**src/core/tfp_timer_pkg.sv**
```systemverilog
// Constants of the timer counter, flag and periodic interrupt block.
// Assumes a byte-wide register port with eight address bits.
package tfp_timer_pkg;

	// ==========================================================
	// Register port
	localparam int ADDR_W = 8;
	localparam int DATA_W = 8;

	// ==========================================================
	// Register offsets
	localparam logic [7:0] OFS_COUNT_HI      = 8'h00;
	localparam logic [7:0] OFS_COUNT_LO      = 8'h01;
	localparam logic [7:0] OFS_ACTION_CTRL   = 8'h02;
	localparam logic [7:0] OFS_CHAN_MASK     = 8'h03;
	localparam logic [7:0] OFS_CHAN_FLAGS    = 8'h04;
	localparam logic [7:0] OFS_MISC_MASK     = 8'h05;
	localparam logic [7:0] OFS_MISC_FLAGS    = 8'h06;
	localparam logic [7:0] OFS_ACC_CTRL      = 8'h07;

	// ==========================================================
	// Field positions
	localparam int CHAN_SHARED_BIT   = 3;
	localparam int MISC_OVF_BIT      = 7;
	localparam int MISC_PERIODIC_BIT = 6;
	localparam int MISC_ACC_OVF_BIT  = 5;
	localparam int MISC_ACC_EDGE_BIT = 4;
	localparam int PRESCALE_LSB      = 0;
	localparam int ACC_SHARED_SEL    = 2;
	localparam int ACC_RATE_LSB      = 0;

	// Implemented bits of the byte-wide registers
	localparam logic [7:0] MISC_MASK_IMPL  = 8'hF3;
	localparam logic [7:0] MISC_FLAG_IMPL  = 8'hF0;
	localparam logic [7:0] ACC_CTRL_IMPL   = 8'h07;

	// ==========================================================
	// Reset values
	localparam logic [15:0] COUNT_RESET = 16'h0000;
	localparam logic [7:0]  REG_RESET   = 8'h00;

	// ==========================================================
	// Timing
	localparam int          PRESCALE_WINDOW_CYCLES = 64;
	localparam int          PERIODIC_BASE_SHIFT    = 13;
	localparam logic [3:0]  PRESCALE_MASK_DIV1     = 4'h0;
	localparam logic [3:0]  PRESCALE_MASK_DIV4     = 4'h3;
	localparam logic [3:0]  PRESCALE_MASK_DIV8     = 4'h7;
	localparam logic [3:0]  PRESCALE_MASK_DIV16    = 4'hF;

endpackage

```
**src/core/tfp_timer_core.sv**
```systemverilog
// Timer counter core: prescaled free-running count with coherent read,
// compare pin actions, channel and misc flag/mask registers, a prescaler
// written once outside test mode, and the periodic interrupt divider.
// Assumes compare values, capture edges and accumulator events arrive as
// one-cycle pulses or stable words synchronous to CLK_IN.
`timescale 1ns/100ps
`default_nettype none

module tfp_timer_core #(
	parameter int PERIODIC_SHIFT = tfp_timer_pkg::PERIODIC_BASE_SHIFT
) (
	// Clock and reset
	input  wire logic        CLK_IN,
	input  wire logic        RST_N_IN,
	// Register port
	input  wire logic [7:0]  ADDR_IN,
	input  wire logic [7:0]  WR_DATA_IN,
	input  wire logic        WR_STROBE_IN,
	input  wire logic        RD_STROBE_IN,
	output logic      [7:0]  RD_DATA_OUT,
	// Mode
	input  wire logic        TEST_MODE_IN,
	// Compare values of channels one to five
	input  wire logic [15:0] CMP1_VALUE_IN,
	input  wire logic [15:0] CMP2_VALUE_IN,
	input  wire logic [15:0] CMP3_VALUE_IN,
	input  wire logic [15:0] CMP4_VALUE_IN,
	input  wire logic [15:0] CMP5_VALUE_IN,
	// Event pulses from capture and accumulator logic
	input  wire logic [2:0]  CAPTURE_EDGE_IN,
	input  wire logic        CAPTURE4_EDGE_IN,
	input  wire logic        ACC_ROLLOVER_IN,
	input  wire logic        ACC_EDGE_IN,
	// Compare pins, channels two to five in bits 3..0
	output logic      [3:0]  CMP_PIN_OUT,
	output logic      [3:0]  CMP_PIN_CONNECT_OUT,
	// Status toward other logic
	output logic             SHARED_SELECT_OUT,
	output logic             COUNT_TICK_OUT,
	// Interrupt requests
	output logic             CHANNEL_IRQ_OUT,
	output logic             OVERFLOW_IRQ_OUT,
	output logic             PERIODIC_IRQ_OUT,
	output logic             ACC_IRQ_OUT
);

	// ==========================================================
	// Registers
	logic [15:0] count_q;
	logic [15:0] count_d;
	logic [3:0]  presc_cnt_q;
	logic        tick_q;
	logic [7:0]  low_latch_q;
	logic        low_latch_valid_q;
	logic [7:0]  action_ctrl_q;
	logic [7:0]  chan_mask_q;
	logic [7:0]  chan_flags_q;
	logic [7:0]  chan_flags_d;
	logic [7:0]  misc_mask_q;
	logic [7:0]  misc_flags_q;
	logic [7:0]  misc_flags_d;
	logic [7:0]  acc_ctrl_q;
	logic        presc_written_q;
	logic [6:0]  cycle_cnt_q;
	logic [15:0] periodic_div_q;
	logic [3:0]  pin_q;
	logic [3:0]  pin_d;
	logic [7:0]  rd_data_q;

	// ==========================================================
	// Register decode
	wire wr_action    = WR_STROBE_IN && (ADDR_IN == tfp_timer_pkg::OFS_ACTION_CTRL);
	wire wr_chan_mask = WR_STROBE_IN && (ADDR_IN == tfp_timer_pkg::OFS_CHAN_MASK);
	wire wr_chan_flag = WR_STROBE_IN && (ADDR_IN == tfp_timer_pkg::OFS_CHAN_FLAGS);
	wire wr_misc_mask = WR_STROBE_IN && (ADDR_IN == tfp_timer_pkg::OFS_MISC_MASK);
	wire wr_misc_flag = WR_STROBE_IN && (ADDR_IN == tfp_timer_pkg::OFS_MISC_FLAGS);
	wire wr_acc_ctrl  = WR_STROBE_IN && (ADDR_IN == tfp_timer_pkg::OFS_ACC_CTRL);
	wire rd_count_hi  = RD_STROBE_IN && (ADDR_IN == tfp_timer_pkg::OFS_COUNT_HI);
	wire rd_count_lo  = RD_STROBE_IN && (ADDR_IN == tfp_timer_pkg::OFS_COUNT_LO);

	wire shared_sel = acc_ctrl_q[tfp_timer_pkg::ACC_SHARED_SEL];
	wire [1:0] presc_sel = misc_mask_q[tfp_timer_pkg::PRESCALE_LSB +: 2];
	wire [1:0] rate_sel  = acc_ctrl_q[tfp_timer_pkg::ACC_RATE_LSB +: 2];

	// ==========================================================
	// Prescaler and free-running count
	logic [3:0] presc_mask;
	always_comb
	begin
		unique case (presc_sel)
			2'b00: presc_mask = tfp_timer_pkg::PRESCALE_MASK_DIV1;
			2'b01: presc_mask = tfp_timer_pkg::PRESCALE_MASK_DIV4;
			2'b10: presc_mask = tfp_timer_pkg::PRESCALE_MASK_DIV8;
			2'b11: presc_mask = tfp_timer_pkg::PRESCALE_MASK_DIV16;
		endcase
	end

	wire presc_tick = ((presc_cnt_q & presc_mask) == presc_mask);
	// Count has no write path at all, so it stays read-only in every mode
	assign count_d = presc_tick ? count_q + 16'h0001 : count_q;
	wire count_rollover = presc_tick && (count_q == 16'hFFFF);

	always_ff @(posedge CLK_IN)
	begin
		if (!RST_N_IN)
		begin
			presc_cnt_q <= 4'h0;
			count_q     <= tfp_timer_pkg::COUNT_RESET;
			tick_q      <= 1'b0;
		end
		else
		begin
			presc_cnt_q <= presc_cnt_q + 4'h1;
			count_q     <= count_d;
			tick_q      <= presc_tick;
		end
	end

	// ==========================================================
	// Coherent two-byte read
	always_ff @(posedge CLK_IN)
	begin
		if (!RST_N_IN)
		begin
			low_latch_q       <= 8'h00;
			low_latch_valid_q <= 1'b0;
		end
		else
		begin
			low_latch_valid_q <= rd_count_hi;
			if (rd_count_hi)
				low_latch_q <= count_q[7:0];
		end
	end

	// ==========================================================
	// Compare match, checked on the cycle the count takes a new value
	wire [4:0] cmp_match;
	assign cmp_match[4] = tick_q && (count_q == CMP1_VALUE_IN);
	assign cmp_match[3] = tick_q && (count_q == CMP2_VALUE_IN);
	assign cmp_match[2] = tick_q && (count_q == CMP3_VALUE_IN);
	assign cmp_match[1] = tick_q && (count_q == CMP4_VALUE_IN);
	assign cmp_match[0] = tick_q && (count_q == CMP5_VALUE_IN) && !shared_sel;

	// ==========================================================
	// Compare pin actions, channels two to five
	genvar ch;
	generate
		for (ch = 0; ch < 4; ch++)
		begin : g_pin
			wire [1:0] act = action_ctrl_q[2*ch +: 2];
			assign CMP_PIN_CONNECT_OUT[ch] = (act != 2'b00) && (ch != 0 || !shared_sel);
		end
	endgenerate

	// One process drives every pin bit, so the next-value vector has a single driver
	always_comb
	begin
		pin_d = pin_q;
		for (int i = 0; i < 4; i++)
		begin
			if (cmp_match[i])
			begin
				unique case (action_ctrl_q[2*i +: 2])
					2'b00: pin_d[i] = pin_q[i];
					2'b01: pin_d[i] = !pin_q[i];
					2'b10: pin_d[i] = 1'b0;
					2'b11: pin_d[i] = 1'b1;
				endcase
			end
		end
	end

	// ==========================================================
	// Channel flags: set beats clear, clear by writing ones
	wire shared_event = shared_sel ? CAPTURE4_EDGE_IN : cmp_match[0];
	wire [7:0] chan_set = {cmp_match[4:1], shared_event, CAPTURE_EDGE_IN};
	wire [7:0] chan_clr = wr_chan_flag ? WR_DATA_IN : 8'h00;
	assign chan_flags_d = (chan_flags_q & ~chan_clr) | chan_set;

	// ==========================================================
	// Periodic divider, free running from reset
	logic [16:0] periodic_mask_w;
	assign periodic_mask_w = (17'h0_0001 << (PERIODIC_SHIFT + int'(rate_sel))) - 17'h0_0001;
	wire [15:0] periodic_mask = periodic_mask_w[15:0];
	wire periodic_timeout = ((periodic_div_q & periodic_mask) == periodic_mask);

	// ==========================================================
	// Misc flags
	logic [7:0] misc_set;
	always_comb
	begin
		misc_set = 8'h00;
		misc_set[tfp_timer_pkg::MISC_OVF_BIT]      = count_rollover;
		misc_set[tfp_timer_pkg::MISC_PERIODIC_BIT] = periodic_timeout;
		misc_set[tfp_timer_pkg::MISC_ACC_OVF_BIT]  = ACC_ROLLOVER_IN;
		misc_set[tfp_timer_pkg::MISC_ACC_EDGE_BIT] = ACC_EDGE_IN;
	end
	wire [7:0] misc_clr = wr_misc_flag ? WR_DATA_IN : 8'h00;
	assign misc_flags_d = ((misc_flags_q & ~misc_clr) | misc_set) & tfp_timer_pkg::MISC_FLAG_IMPL;

	// ==========================================================
	// Write-once prescaler window
	wire in_window = (cycle_cnt_q < 7'(tfp_timer_pkg::PRESCALE_WINDOW_CYCLES));
	wire presc_accept = TEST_MODE_IN || (in_window && !presc_written_q);

	always_ff @(posedge CLK_IN)
	begin
		if (!RST_N_IN)
		begin
			cycle_cnt_q     <= 7'h00;
			presc_written_q <= 1'b0;
		end
		else
		begin
			if (in_window)
				cycle_cnt_q <= cycle_cnt_q + 7'h01;
			if (wr_misc_mask && presc_accept)
				presc_written_q <= 1'b1;
		end
	end

	// ==========================================================
	// Control and flag registers
	wire [7:0] misc_mask_w = {WR_DATA_IN[7:4], 2'b00,
		presc_accept ? WR_DATA_IN[1:0] : misc_mask_q[1:0]};

	always_ff @(posedge CLK_IN)
	begin
		if (!RST_N_IN)
		begin
			action_ctrl_q  <= tfp_timer_pkg::REG_RESET;
			chan_mask_q    <= tfp_timer_pkg::REG_RESET;
			chan_flags_q   <= tfp_timer_pkg::REG_RESET;
			misc_mask_q    <= tfp_timer_pkg::REG_RESET;
			misc_flags_q   <= tfp_timer_pkg::REG_RESET;
			acc_ctrl_q     <= tfp_timer_pkg::REG_RESET;
			periodic_div_q <= 16'h0000;
			pin_q          <= 4'h0;
		end
		else
		begin
			if (wr_action)
				action_ctrl_q <= WR_DATA_IN;
			if (wr_chan_mask)
				chan_mask_q <= WR_DATA_IN;
			if (wr_misc_mask)
				misc_mask_q <= misc_mask_w & tfp_timer_pkg::MISC_MASK_IMPL;
			if (wr_acc_ctrl)
				acc_ctrl_q <= WR_DATA_IN & tfp_timer_pkg::ACC_CTRL_IMPL;
			chan_flags_q   <= chan_flags_d;
			misc_flags_q   <= misc_flags_d;
			periodic_div_q <= periodic_div_q + 16'h0001;
			pin_q          <= pin_d;
		end
	end

	// ==========================================================
	// Read data, one cycle after the strobe; unmapped reads zero
	logic [7:0] rd_mux;
	always_comb
	begin
		rd_mux = 8'h00;
		if (rd_count_hi)
			rd_mux = count_q[15:8];
		else if (rd_count_lo)
			rd_mux = low_latch_valid_q ? low_latch_q : count_q[7:0];
		else if (RD_STROBE_IN)
		begin
			unique case (ADDR_IN)
				tfp_timer_pkg::OFS_ACTION_CTRL: rd_mux = action_ctrl_q;
				tfp_timer_pkg::OFS_CHAN_MASK:   rd_mux = chan_mask_q;
				tfp_timer_pkg::OFS_CHAN_FLAGS:  rd_mux = chan_flags_q;
				tfp_timer_pkg::OFS_MISC_MASK:   rd_mux = misc_mask_q;
				tfp_timer_pkg::OFS_MISC_FLAGS:  rd_mux = misc_flags_q;
				tfp_timer_pkg::OFS_ACC_CTRL:    rd_mux = acc_ctrl_q;
				default:                        rd_mux = 8'h00;
			endcase
		end
	end

	always_ff @(posedge CLK_IN)
	begin
		if (!RST_N_IN)
			rd_data_q <= 8'h00;
		else
			rd_data_q <= rd_mux;
	end

	// ==========================================================
	// Outputs
	assign RD_DATA_OUT       = rd_data_q;
	assign CMP_PIN_OUT       = pin_q;
	assign SHARED_SELECT_OUT = shared_sel;
	assign COUNT_TICK_OUT    = tick_q;
	// Shared bit of the channel mask means whichever function the select picks
	assign CHANNEL_IRQ_OUT   = |(chan_mask_q & chan_flags_q);
	assign OVERFLOW_IRQ_OUT  = misc_mask_q[tfp_timer_pkg::MISC_OVF_BIT]
		&& misc_flags_q[tfp_timer_pkg::MISC_OVF_BIT];
	assign PERIODIC_IRQ_OUT  = misc_mask_q[tfp_timer_pkg::MISC_PERIODIC_BIT]
		&& misc_flags_q[tfp_timer_pkg::MISC_PERIODIC_BIT];
	assign ACC_IRQ_OUT       = |(misc_mask_q[7:4] & misc_flags_q[7:4]
		& 4'b0011);

endmodule

`default_nettype wire

```
**config.mk**
```make
export PLATFORM = sky130hd
export DESIGN_NAME = tfp_timer_core
export DESIGN_NICKNAME = d
export VERILOG_FILES = /design/src/core/tfp_timer_pkg.sv /design/src/core/tfp_timer_core.sv
export SDC_FILE = /design/constraint.sdc
export NUM_CORES = 1
export LEC_CHECK = 0
export BUFFER_PORTS_ARGS = -buffer_cell sky130_fd_sc_hd__buf_4
export CAP_MARGIN = 15
export CORE_ASPECT_RATIO = 0.9
export CORE_MARGIN = 2
export CORE_UTILIZATION = 49
export DETAILED_ROUTE_END_ITERATION = 6
export PLACE_DENSITY = 0.74
export SLEW_MARGIN = 20
export SYNTH_ARGS = -nofsm -noshare
export SYNTH_HDL_FRONTEND = slang
export SYNTH_SLANG_ARGS = --single-unit
```
**constraint.sdc**
```tcl
create_clock -name CLK_IN -period 1.7 [get_ports CLK_IN]
set_input_delay 0.255 -clock CLK_IN [delete_from_list [all_inputs] [get_ports CLK_IN]]
set_output_delay 0.255 -clock CLK_IN [all_outputs]
set_load 0.05 [all_outputs]
```
# After elaboration in Yosys (flattened, before gate mapping)
# Index checks and enable logic that the tools add are counted.
# Widths: inputs -> output; s select.
[op_classes]
addsub = 6
magnitude_cmp = 1
n_eq_ne = 30
n_shift = 1
muxes = 13
bitwise_logic = 14
n_reduce_logical = 44
[op_table]
columns = ["op", "n"]
rows = [
  ["$eq 16x16->1", 6],
  ["$mux 8", 6],
  ["$pmux 8 s6", 1],
  ["$add 16x1->16 const B", 2],
  ["$eq 8x3->1 const B", 4],
  ["$and 8x8->8", 3],
  ["$eq 2x2->1 const B", 10],
  ["$logic_and 1x1->1", 20],
  ["$and 16x16->16", 1],
  ["$eq 16x16->1 const B", 1],
  ["$eq 8x2->1 const B", 2],
  ["$not 8->8", 2],
  ["$or 8x8->8", 2],
  ["$pmux 4 s4", 1],
  ["$shl 1x5->16 const A", 1],
  ["$sub 16x1->16 const B", 1],
  ["$pmux 1 s3", 4],
  ["$eq 2x1->1 const B", 5],
  ["$logic_not 2->1", 5],
  ["$reduce_and 2->1", 5],
  ["$eq 8x1->1 const B", 1],
  ["$logic_not 8->1", 1],
  ["$reduce_bool 2->1", 4],
  ["$reduce_or 8->1", 1],
  ["other kinds (12)", 20],
]
[totals]
register_bits = 107
inputBits = 107
output_inout_bits = 22
elab_cells = 130

# Depth between registers and ports, before layout
# Gate-level depths: netlist of the first run.
[logic_depth]
word_depth = 6
mapped_depth = 7
mapped_depth_nobuf = 6

# Least setup slack after synthesis of the first run
# No wires, ideal clock.
[synth_timing]
path_type = "input to register"
from = "input port ADDR_IN[3]"
to = "register chan_flags_q[3]"
setup_ns = 0.120
t_arrival_ns = 1.658
required_time_ns = 1.580
slack_ns = -0.077
cell_stages = 5
n_path_buf = 0
cell_sequence = "or4_4 -> nor3_4 -> nor3b_4 -> a21oi_2 -> o31a_1"
[synth_between]
elab_chain_len = 6
[synth_lines]
columns = ["element", "line_no", "rtl"]
rows = [
  ["start, declared", "tfp_timer_core.sv:16", "input wire logic [7:0] ADDR_IN,"],
  ["$eq 8x3->1", "tfp_timer_core.sv:74", "wire wr_chan_flag = WR_STROBE_IN && (ADDR_IN == tfp_timer_pkg::OFS_CHAN_FLAGS);"],
  ["$logic_and 1x1->1", "tfp_timer_core.sv:74", ""],
  ["$mux 8", "tfp_timer_core.sv:178", "wire [7:0] chan_clr = wr_chan_flag ? WR_DATA_IN : 8'h00;"],
  ["$not 8->8", "tfp_timer_core.sv:179", "assign chan_flags_d = (chan_flags_q & ~chan_clr) | chan_set;"],
  ["$and 8x8->8", "tfp_timer_core.sv:179", ""],
  ["$or 8x8->8", "tfp_timer_core.sv:179", ""],
  ["end signal, assigned", "tfp_timer_core.sv:234", "chan_flags_q <= tfp_timer_pkg::REG_RESET;"],
  ["end signal, assigned", "tfp_timer_core.sv:251", "chan_flags_q <= chan_flags_d;"],
  ["end, declared", "tfp_timer_core.sv:57", "logic [7:0] chan_flags_q;"],
]
# No other way between the ends.
# A chain may end at the register's enable or synchronous reset.

# Worst setup path in the final report of the first run
[layout_timing]
from = "register count_q[1]"
to = "register chan_flags_q[3]"
[layout_between]
elab_chain_len = 5
[layout_lines]
columns = ["element", "line_no", "rtl"]
rows = [
  ["start, declared", "tfp_timer_core.sv:49", "logic [15:0] count_q;"],
  ["start signal, assigned", "tfp_timer_core.sv:108", "count_q <= tfp_timer_pkg::COUNT_RESET;"],
  ["start signal, assigned", "tfp_timer_core.sv:114", "count_q <= count_d;"],
  ["$eq 16x16->1", "tfp_timer_core.sv:143", "assign cmp_match[0] = tick_q && (count_q == CMP5_VALUE_IN) && !shared_sel;"],
  ["$logic_and 1x1->1 (2 in series)", "tfp_timer_core.sv:143", ""],
  ["$mux 1", "tfp_timer_core.sv:176", "wire shared_event = shared_sel ? CAPTURE4_EDGE_IN : cmp_match[0];"],
  ["$or 8x8->8", "tfp_timer_core.sv:179", ""],
]
# No other way between the ends.

==> metrics.yaml, run 1 <==
status: "finished, violations left"
violations: "setup timing"
htreeDepth: 3
worstSetupEndpointType: "flip-flop"
grt_pass1_wl_um: 26500
grt_antenna_before_repair: 0
dr.first_iter.drc_count: 288
gp_congestion: 0.960
min_period_over_period_pct: 103
grt_use_total_pct: 27.3
yosysMostFrequentCell: "dfxtp_1"
synth_top_area_share_pct: 36.7
rsz0062_at_grt: "true"
cts.sinks: 103
drc: 0
hold_class: "in2reg"
cp_max_fo: 7
initial_utilization_pct: 49.7
port_buffers: 128
timing.rr.start: "count_q[1]"
cts_tree: "done"
placedCellCount: 958
antenna_cells: 0
worstHoldPathCells: 2
setup_slack_ps: -45.5
grt_pass1_vias: 5432
postRouteAntennaNets: 0
routedWlPerCell_um: 17.2
drive_above_1_share_pct: 33.5
synth.net_count: 758
holdCritStartpoint: "ACC_ROLLOVER_IN"
wl_um: 16800
slew_violations: 0
grtUsageMet3_pct: 4.72
tns_ps: -101
cp_slowest_cell: "dfxtp_4"
finalHoldViolCount: 0
postSynth.asyncResetShare_pct: 0
muxShareOfSynthArea_pct: 9.34
die_w_um: 117
ys_seq_area_share_pct: 36.7
avgSynthCellArea_sq_um: 8.68
overflow: 0
leakage_nw: 3.43
synth_enable_flop_cells: 0
reg2reg_to: "chan_flags_q[3]"
netlist_top_cells_area: "dfxtp_1 (37%), xor2_1 (12%), mux2i_1 (8.7%), nor2_1 (6.2%), xnor2_1 (4.2%)"
grt_start_max_net_pins: 62
cp-start-kind: "flip-flop"
drv_cap: 0
synthTopCellsByCount: "dfxtp_1 (103), nor2_1 (93), xor2_1 (80)"
core_sq_um: 11300
rows: 37
r2r_cells: 7
ir_drop_uv: 600
min_to: "misc_flags_q[5]"
synth_cell_types: 48
whs_ps: 117
fin_crit_ps: 1750
cts_buffers: 9
utilization_pct: 68.6
syn_inst: 647
r2r_slack_ps: -50
dp_hpwl_um: 12700
path_cells: "buf_12 -> xor2_1 -> nor4_1 -> nand3_1 -> buf_4 -> nor2_1 -> o31a_1"
synthXorXnorAreaFrac_pct: 16.7
fmax_mhz: 573
synthAdderAreaFrac_pct: 0.892
dr.pass1.iters: 5
synthFlopType: "dfxtp_1"
die_y_um: 106
synthSimpleGateAreaFrac_pct: 21.8
yosys_warnings: 0
fin_skew_ps: 5.41
finalSetupViolCount: 4
relSlewSlack_pct: 69.1
met1_usage_pct: 34.4
cts_hold_buf: 0
fp.dieArea_sq_um: 12300
busiest_layer: "met2"
path_class: "reg2reg"
layout.nets: 930
dr_total_vias: 5407
io_pins: 129
synth-seq-cells: 103
fin_cells: 980
syn-cell-area_sq_um: 5610
synth_compound_area_share_pct: 10.5
cts_root_buffer: "clkbuf_16"
cp_slowest_stage_delay_ps: 350
synth_top_family_by_area: "simple AND/OR/NAND/NOR gates"
synth_top_area_cell: "dfxtp_1"
clockBufferDepth: 2
arrival_ps: 2030
worstPathRequired_ps: 1990
worst_slew_pin_slew_ps: 459
groute.layer.met2.usage_pct: 46.4
power_density_nw_per_um2: 652
viasPerCell: 5.52
path_clk_slew_ps: 70
worstSkewPairLatency_ps: 340
area_growth_pct: 38.1
-- per-layer routing --
metal | vias to the layer above | routed length (um)
met4 | 0 | 483
met2 | 177 | 8390
met3 | 34 | 894
li1 | 2594 | -
met1 | 2602 | 7080
met5 | - | 0
-- metrics by stage --
| stage | worst slack (ps) | total power, mW | area (sq um) |
|---|---|---|---|
| floorplan | -77.4 | 2.80 | 5610 |
| global placement | -318 | 3.12 | 7170 |
| detailed placement | -313 | 3.13 | 7170 |
| CTS | -11.4 | 5.06 | 7480 |
| global route | -112 | 5.24 | 7750 |
| finish | -45.5 | 5.06 | 7750 |
-- logic make-up (layout without fill, tap and decap cells) --
| logic type | Yosys count | after routing |
|---|---|---|
| muxes | 52 | 52 |
| and+or+nand+nor | 237 | 237 |
| AOI/OAI and AO/OA | 89 | 89 |
| xor gates and xnor gates | 107 | 107 |
| buffers and inverters | 55 | 232 |
| adders and majority gates | 4 | 4 |
| DFF | 103 | 103 |
-- placed cells by master, fill, tap and decap left out, types with 10 or more instances in the layout --
master   synthesis  routed
a21oi_1         29      26
buf_4            2     187
dfxtp_1        103      90
inv_1           15      14
mux2i_1         49      49
nand2_1         18      18
nand3_1         32      26
nand4_1         15      15
nor2_1          93      92
o21a_1          10      10
o21ai_0         15      15
or3_1           13      13
xnor2_1         27      27
xor2_1          80      78
-- worst max path at each step --
stage               start              end  slack, ps  cells past startpoint
6_report       count_q[1]  chan_flags_q[3]        -50                      7
3_5_place_dp   ADDR_IN[3]   RD_DATA_OUT[2]       -310                      5
4_1_cts        count_q[7]   CMP_PIN_OUT[3]        -10                      6
2_1_floorplan  ADDR_IN[3]  chan_flags_q[3]        -80                      5
5_1_grt        count_q[1]   CMP_PIN_OUT[0]       -110                      6
3_3_place_gp   ADDR_IN[3]   RD_DATA_OUT[2]       -320                      5
-- sequential cells by signal, summed over array words and instances (netlist names) --
name,cells
misc_flags_q,4
low_latch_valid_q,1
count_q,16
misc_mask_q,6
presc_cnt_q,4
CMP_PIN_OUT,4
chan_mask_q,8
COUNT_TICK_OUT,1
presc_written_q,1
acc_ctrl_q,3
chan_flags_q,8
cycle_cnt_q,7
periodic_div_q,16
low_latch_q,8
action_ctrl_q,8
RD_DATA_OUT,8
-- what timing repair did --
item,in CTS,in global routing
buffers inserted,0,7
setup endpoints to repair,11,18
resized for setup,13,50
pin swaps,14,26
hold endpoints to repair,0,0
-- where the power goes --
part / switching, mW / internal [mW]
logic: 0.307 / 0.333
clock network: 0.860 / 1.08
registers: 0.0331 / 2.44
total: 1.20 / 3.86
-- final cells by class --
cell class	count	area (sq um)
Timing Repair Buffer	201	1620
Tap cell	156	195
Sequential cell	103	2090
Fill cell	901	3540
Clock inverter	2	13.8
Inverter	15	56.3
Clock buffer	14	264
Multi-Input combinational cell	489	3510
-- critical path, delay by kind of cell, from the launching register on --
family	cells	cell delay, ps
buffers and inverters	2	340
AOI/OAI and AO/OA	1	140
xor gates and xnor gates	1	160
DFF	1	350
and+or+nand+nor	3	700
(Power assumes the default switching activity.)
==> run 2, diff against run 1 <==
CORE_MARGIN = 5   (was 2)
RECOVER_POWER = 50   (was unset)
==> run 2 against run 1 <==
  * Sequential share of layout area rose by 0.68 points
  * Worst setup slack improved by 23 ps
  * Combinational power is essentially flat
  * Critical endpoint is now CMP_PIN_OUT[0]
  * Sequential power about the same
  * The flow still finishes with violations (setup timing)
  * Routed wire length down 0.16%
  * Maximum frequency grew 1.3%
  * Clock power down 7%
==> metrics.yaml, run 2 (synthesized netlist as in run 1, its figures left out) <==
slew_violations: 0  # unchanged
cp_slowest_stage_delay_ps: 370  # was 350 ps
finalSetupViolCount: 2  # was 4
htreeDepth: 3  # unchanged
gp_congestion: 0.908  # was 0.960
violations: "setup timing"  # unchanged
io_pins: 129  # unchanged
grt_start_max_net_pins: 40  # was 62
cts.sinks: 103  # unchanged
rsz0062_at_grt: "true"  # unchanged
hold_class: "in2reg"  # unchanged
p_int_mw: 3.76  # was 3.86 mW
grt_use_total_pct: 24.1  # was 27.3%
worstSkewPairLatency_ps: 330  # was 340 ps
wl_um: 16800  # about the same
reg_top3: "count_q: 16 flops, periodic_div_q: 16 flops"  # unchanged
drc: 0  # unchanged
clockPowerShare_pct: 36.7  # was 38.3%
r2r_slack_ps: -20  # was -50 ps
finalHoldViolCount: 0  # unchanged
overflow: 0  # unchanged
cp-start-kind: "flip-flop"  # unchanged
p_sw_mw: 1.16  # was 1.20 mW
setup_slack_ps: -22.8  # was -45.5 ps
cts_buffers: 9  # unchanged
dp_hpwl_um: 13000  # was 12700 um
worstSetupEndpointType: "flip-flop"  # unchanged
cp_max_fo: 4  # was 7
drv_cap: 0  # unchanged
path_class: "reg2reg"  # unchanged
seqCellArea_sq_um: 2090  # about the same
p_comb_share_pct: 13.0  # was 12.7%
leakage_nw: 3.30  # was 3.43 nW
cts_tree: "done"  # unchanged
rows: 37  # unchanged
antenna_cells: 0  # unchanged
worstPathRequired_ps: 1920  # was 1990 ps
fin_cells: 974  # was 980
port_buffers: 128  # unchanged
p_sw_share_pct: 23.6  # was 23.7%
drive_above_1_share_pct: 30.8  # was 33.5%
core_sq_um: 11300  # about the same
clockBufferDepth: 2  # unchanged
ir_drop_uv: 766  # was 600 uV
fp.dieArea_sq_um: 13700  # was 12300 sq um
area_growth_pct: 34.9  # was 38.1%
num-fill-cells: 927  # was 901
viasPerCell: 5.37  # was 5.52
grt_pass1_wl_um: 26300  # was 26500 um
power_density_nw_per_um2: 649  # was 652 nW/um^2
fmax_mhz: 580  # was 573 MHz
tns_ps: -40.4  # was -101 ps
multi_input_area_sq_um: 3450  # was 3510 sq um
path_clk_slew_ps: 60  # was 70 ps
relSlewSlack_pct: 57.6  # was 69.1%
cts_root_buffer: "clkbuf_16"  # unchanged
die_w_um: 123  # was 117 um
grt_pass1_vias: 5245  # was 5432
fin_crit_ps: 1720  # was 1750 ps
fin_skew_ps: 4.80  # was 5.41 ps
layout.nets: 926  # was 930
grt_antenna_before_repair: 0  # unchanged
arrival_ps: 1940  # was 2030 ps
dr.pass1.iters: 4  # was 5
placedCellCount: 956  # was 958
dr_total_vias: 5229  # was 5407
dr.first_iter.drc_count: 296  # was 288
status: "finished, violations left"  # unchanged
postRouteAntennaNets: 0  # unchanged
layout_commonest_cell: "buf_4"  # unchanged
initial_utilization_pct: 49.5  # was 49.7%
path_cells: "xor2_2 -> nor4_2 -> buf_4 -> nand4b_1 -> o311ai_1 -> nand3_1"  # was buf_12 -> xor2_1 -> nor4_1 -> nand3_1 -> buf_4 -> nor2_1 -> o31a_1
routedWlPerCell_um: 17.3  # was 17.2 um
seqPwrFrac_pct: 50.4  # was 49.0%
die_y_um: 112  # was 106 um
worst_slew_pin_slew_ps: 639  # was 459 ps
mostFrequentLayoutCells: "buf_4 (165), nor2_1 (91), dfxtp_1 (89)"  # was buf_4 (187), nor2_1 (92), dfxtp_1 (90)
min_period_over_period_pct: 101  # was 103%
cp_slowest_cell: "dfxtp_4"  # unchanged
==> run 2: cell count changes in the layout (fill, tap and decap cells not counted), moves of 5 or more <==
cell,before,now
buf_4,187,165
clkbuf_1,3,15
clkbuf_2,0,8
buf_6,7,2
==> run 2: path summary, 6_finish.rpt <==
path	start	to	cells after the start
worst max-delay path	count_q[15]	CMP_PIN_OUT[0]	6
worst min-delay path	ACC_ROLLOVER_IN	misc_flags_q[5]	2
worst max register to register	count_q[15]	CMP_PIN_OUT[0]	6
worst min register to register	presc_written_q	presc_written_q	2
==> run 2: area by class of cell <==
cell class	count	area share, %
well taps	156	2.58
clock buffers	12	3.12
multi-input cells	489	45.6
clock inverters	2	0.132
inverters	15	0.743
repair buffers	197	20.2
flip-flops and latches	103	27.6
==> run 2: power groups by stage <==
| stage | sequential [mW] | clock (mW) | combinational, mW |
|---|---|---|---|
| CTS | 2.48 | 1.84 | 0.616 |
| global placement | 2.53 | 0 | 0.592 |
| global route | 2.48 | 1.95 | 0.685 |
| finish | 2.48 | 1.80 | 0.638 |
| detailed placement | 2.54 | 0 | 0.609 |
| floorplan | 2.53 | 0 | 0.267 |
==> run 2: what timing repair did <==
action | in CTS | in global routing
gates resized for setup | 19 | 36
gates cloned | 0 | 0
hold buffers | 0 | 0
buffers inserted | 0 | 5
pin swaps | 10 | 26
endpoints found under the setup margin | 13 | 19
==> run 2: metal layers <==
layer  up-vias  track usage, %  wire [um]
li1       2570               -          -
met1      2496            31.0       7100
met2       144            41.1       8480
met3        19            4.11        990
met4         0            7.09        256
met5         -               0          0
==> run 2: critical path: cells and delay by family (launching register included) <==
| family | cells | cell delay [ps] |
|---|---|---|
| AND/OR/NAND/NOR | 3 | 620 |
| flip-flops | 1 | 370 |
| AO/OA/AOI/OAI | 1 | 310 |
| buffers and inverters | 1 | 170 |
| XOR/XNOR | 1 | 150 |
==> run 2: metrics by stage <==
| stage | utilization, % | total power [mW] | hold WS [ps] | area, sq um | setup WS [ps] |
|---|---|---|---|---|---|
| global route | 66.8 | 5.11 | 123 | 7570 | -115 |
| global placement | 63.6 | 3.12 | 434 | 7210 | -356 |
| finish | 66.8 | 4.92 | 125 | 7570 | -22.8 |
| CTS | 66.0 | 4.94 | 120 | 7490 | -40.1 |
| floorplan | - | 2.80 | 379 | 5610 | -77.4 |
| detailed placement | 63.6 | 3.15 | 441 | 7210 | -462 |
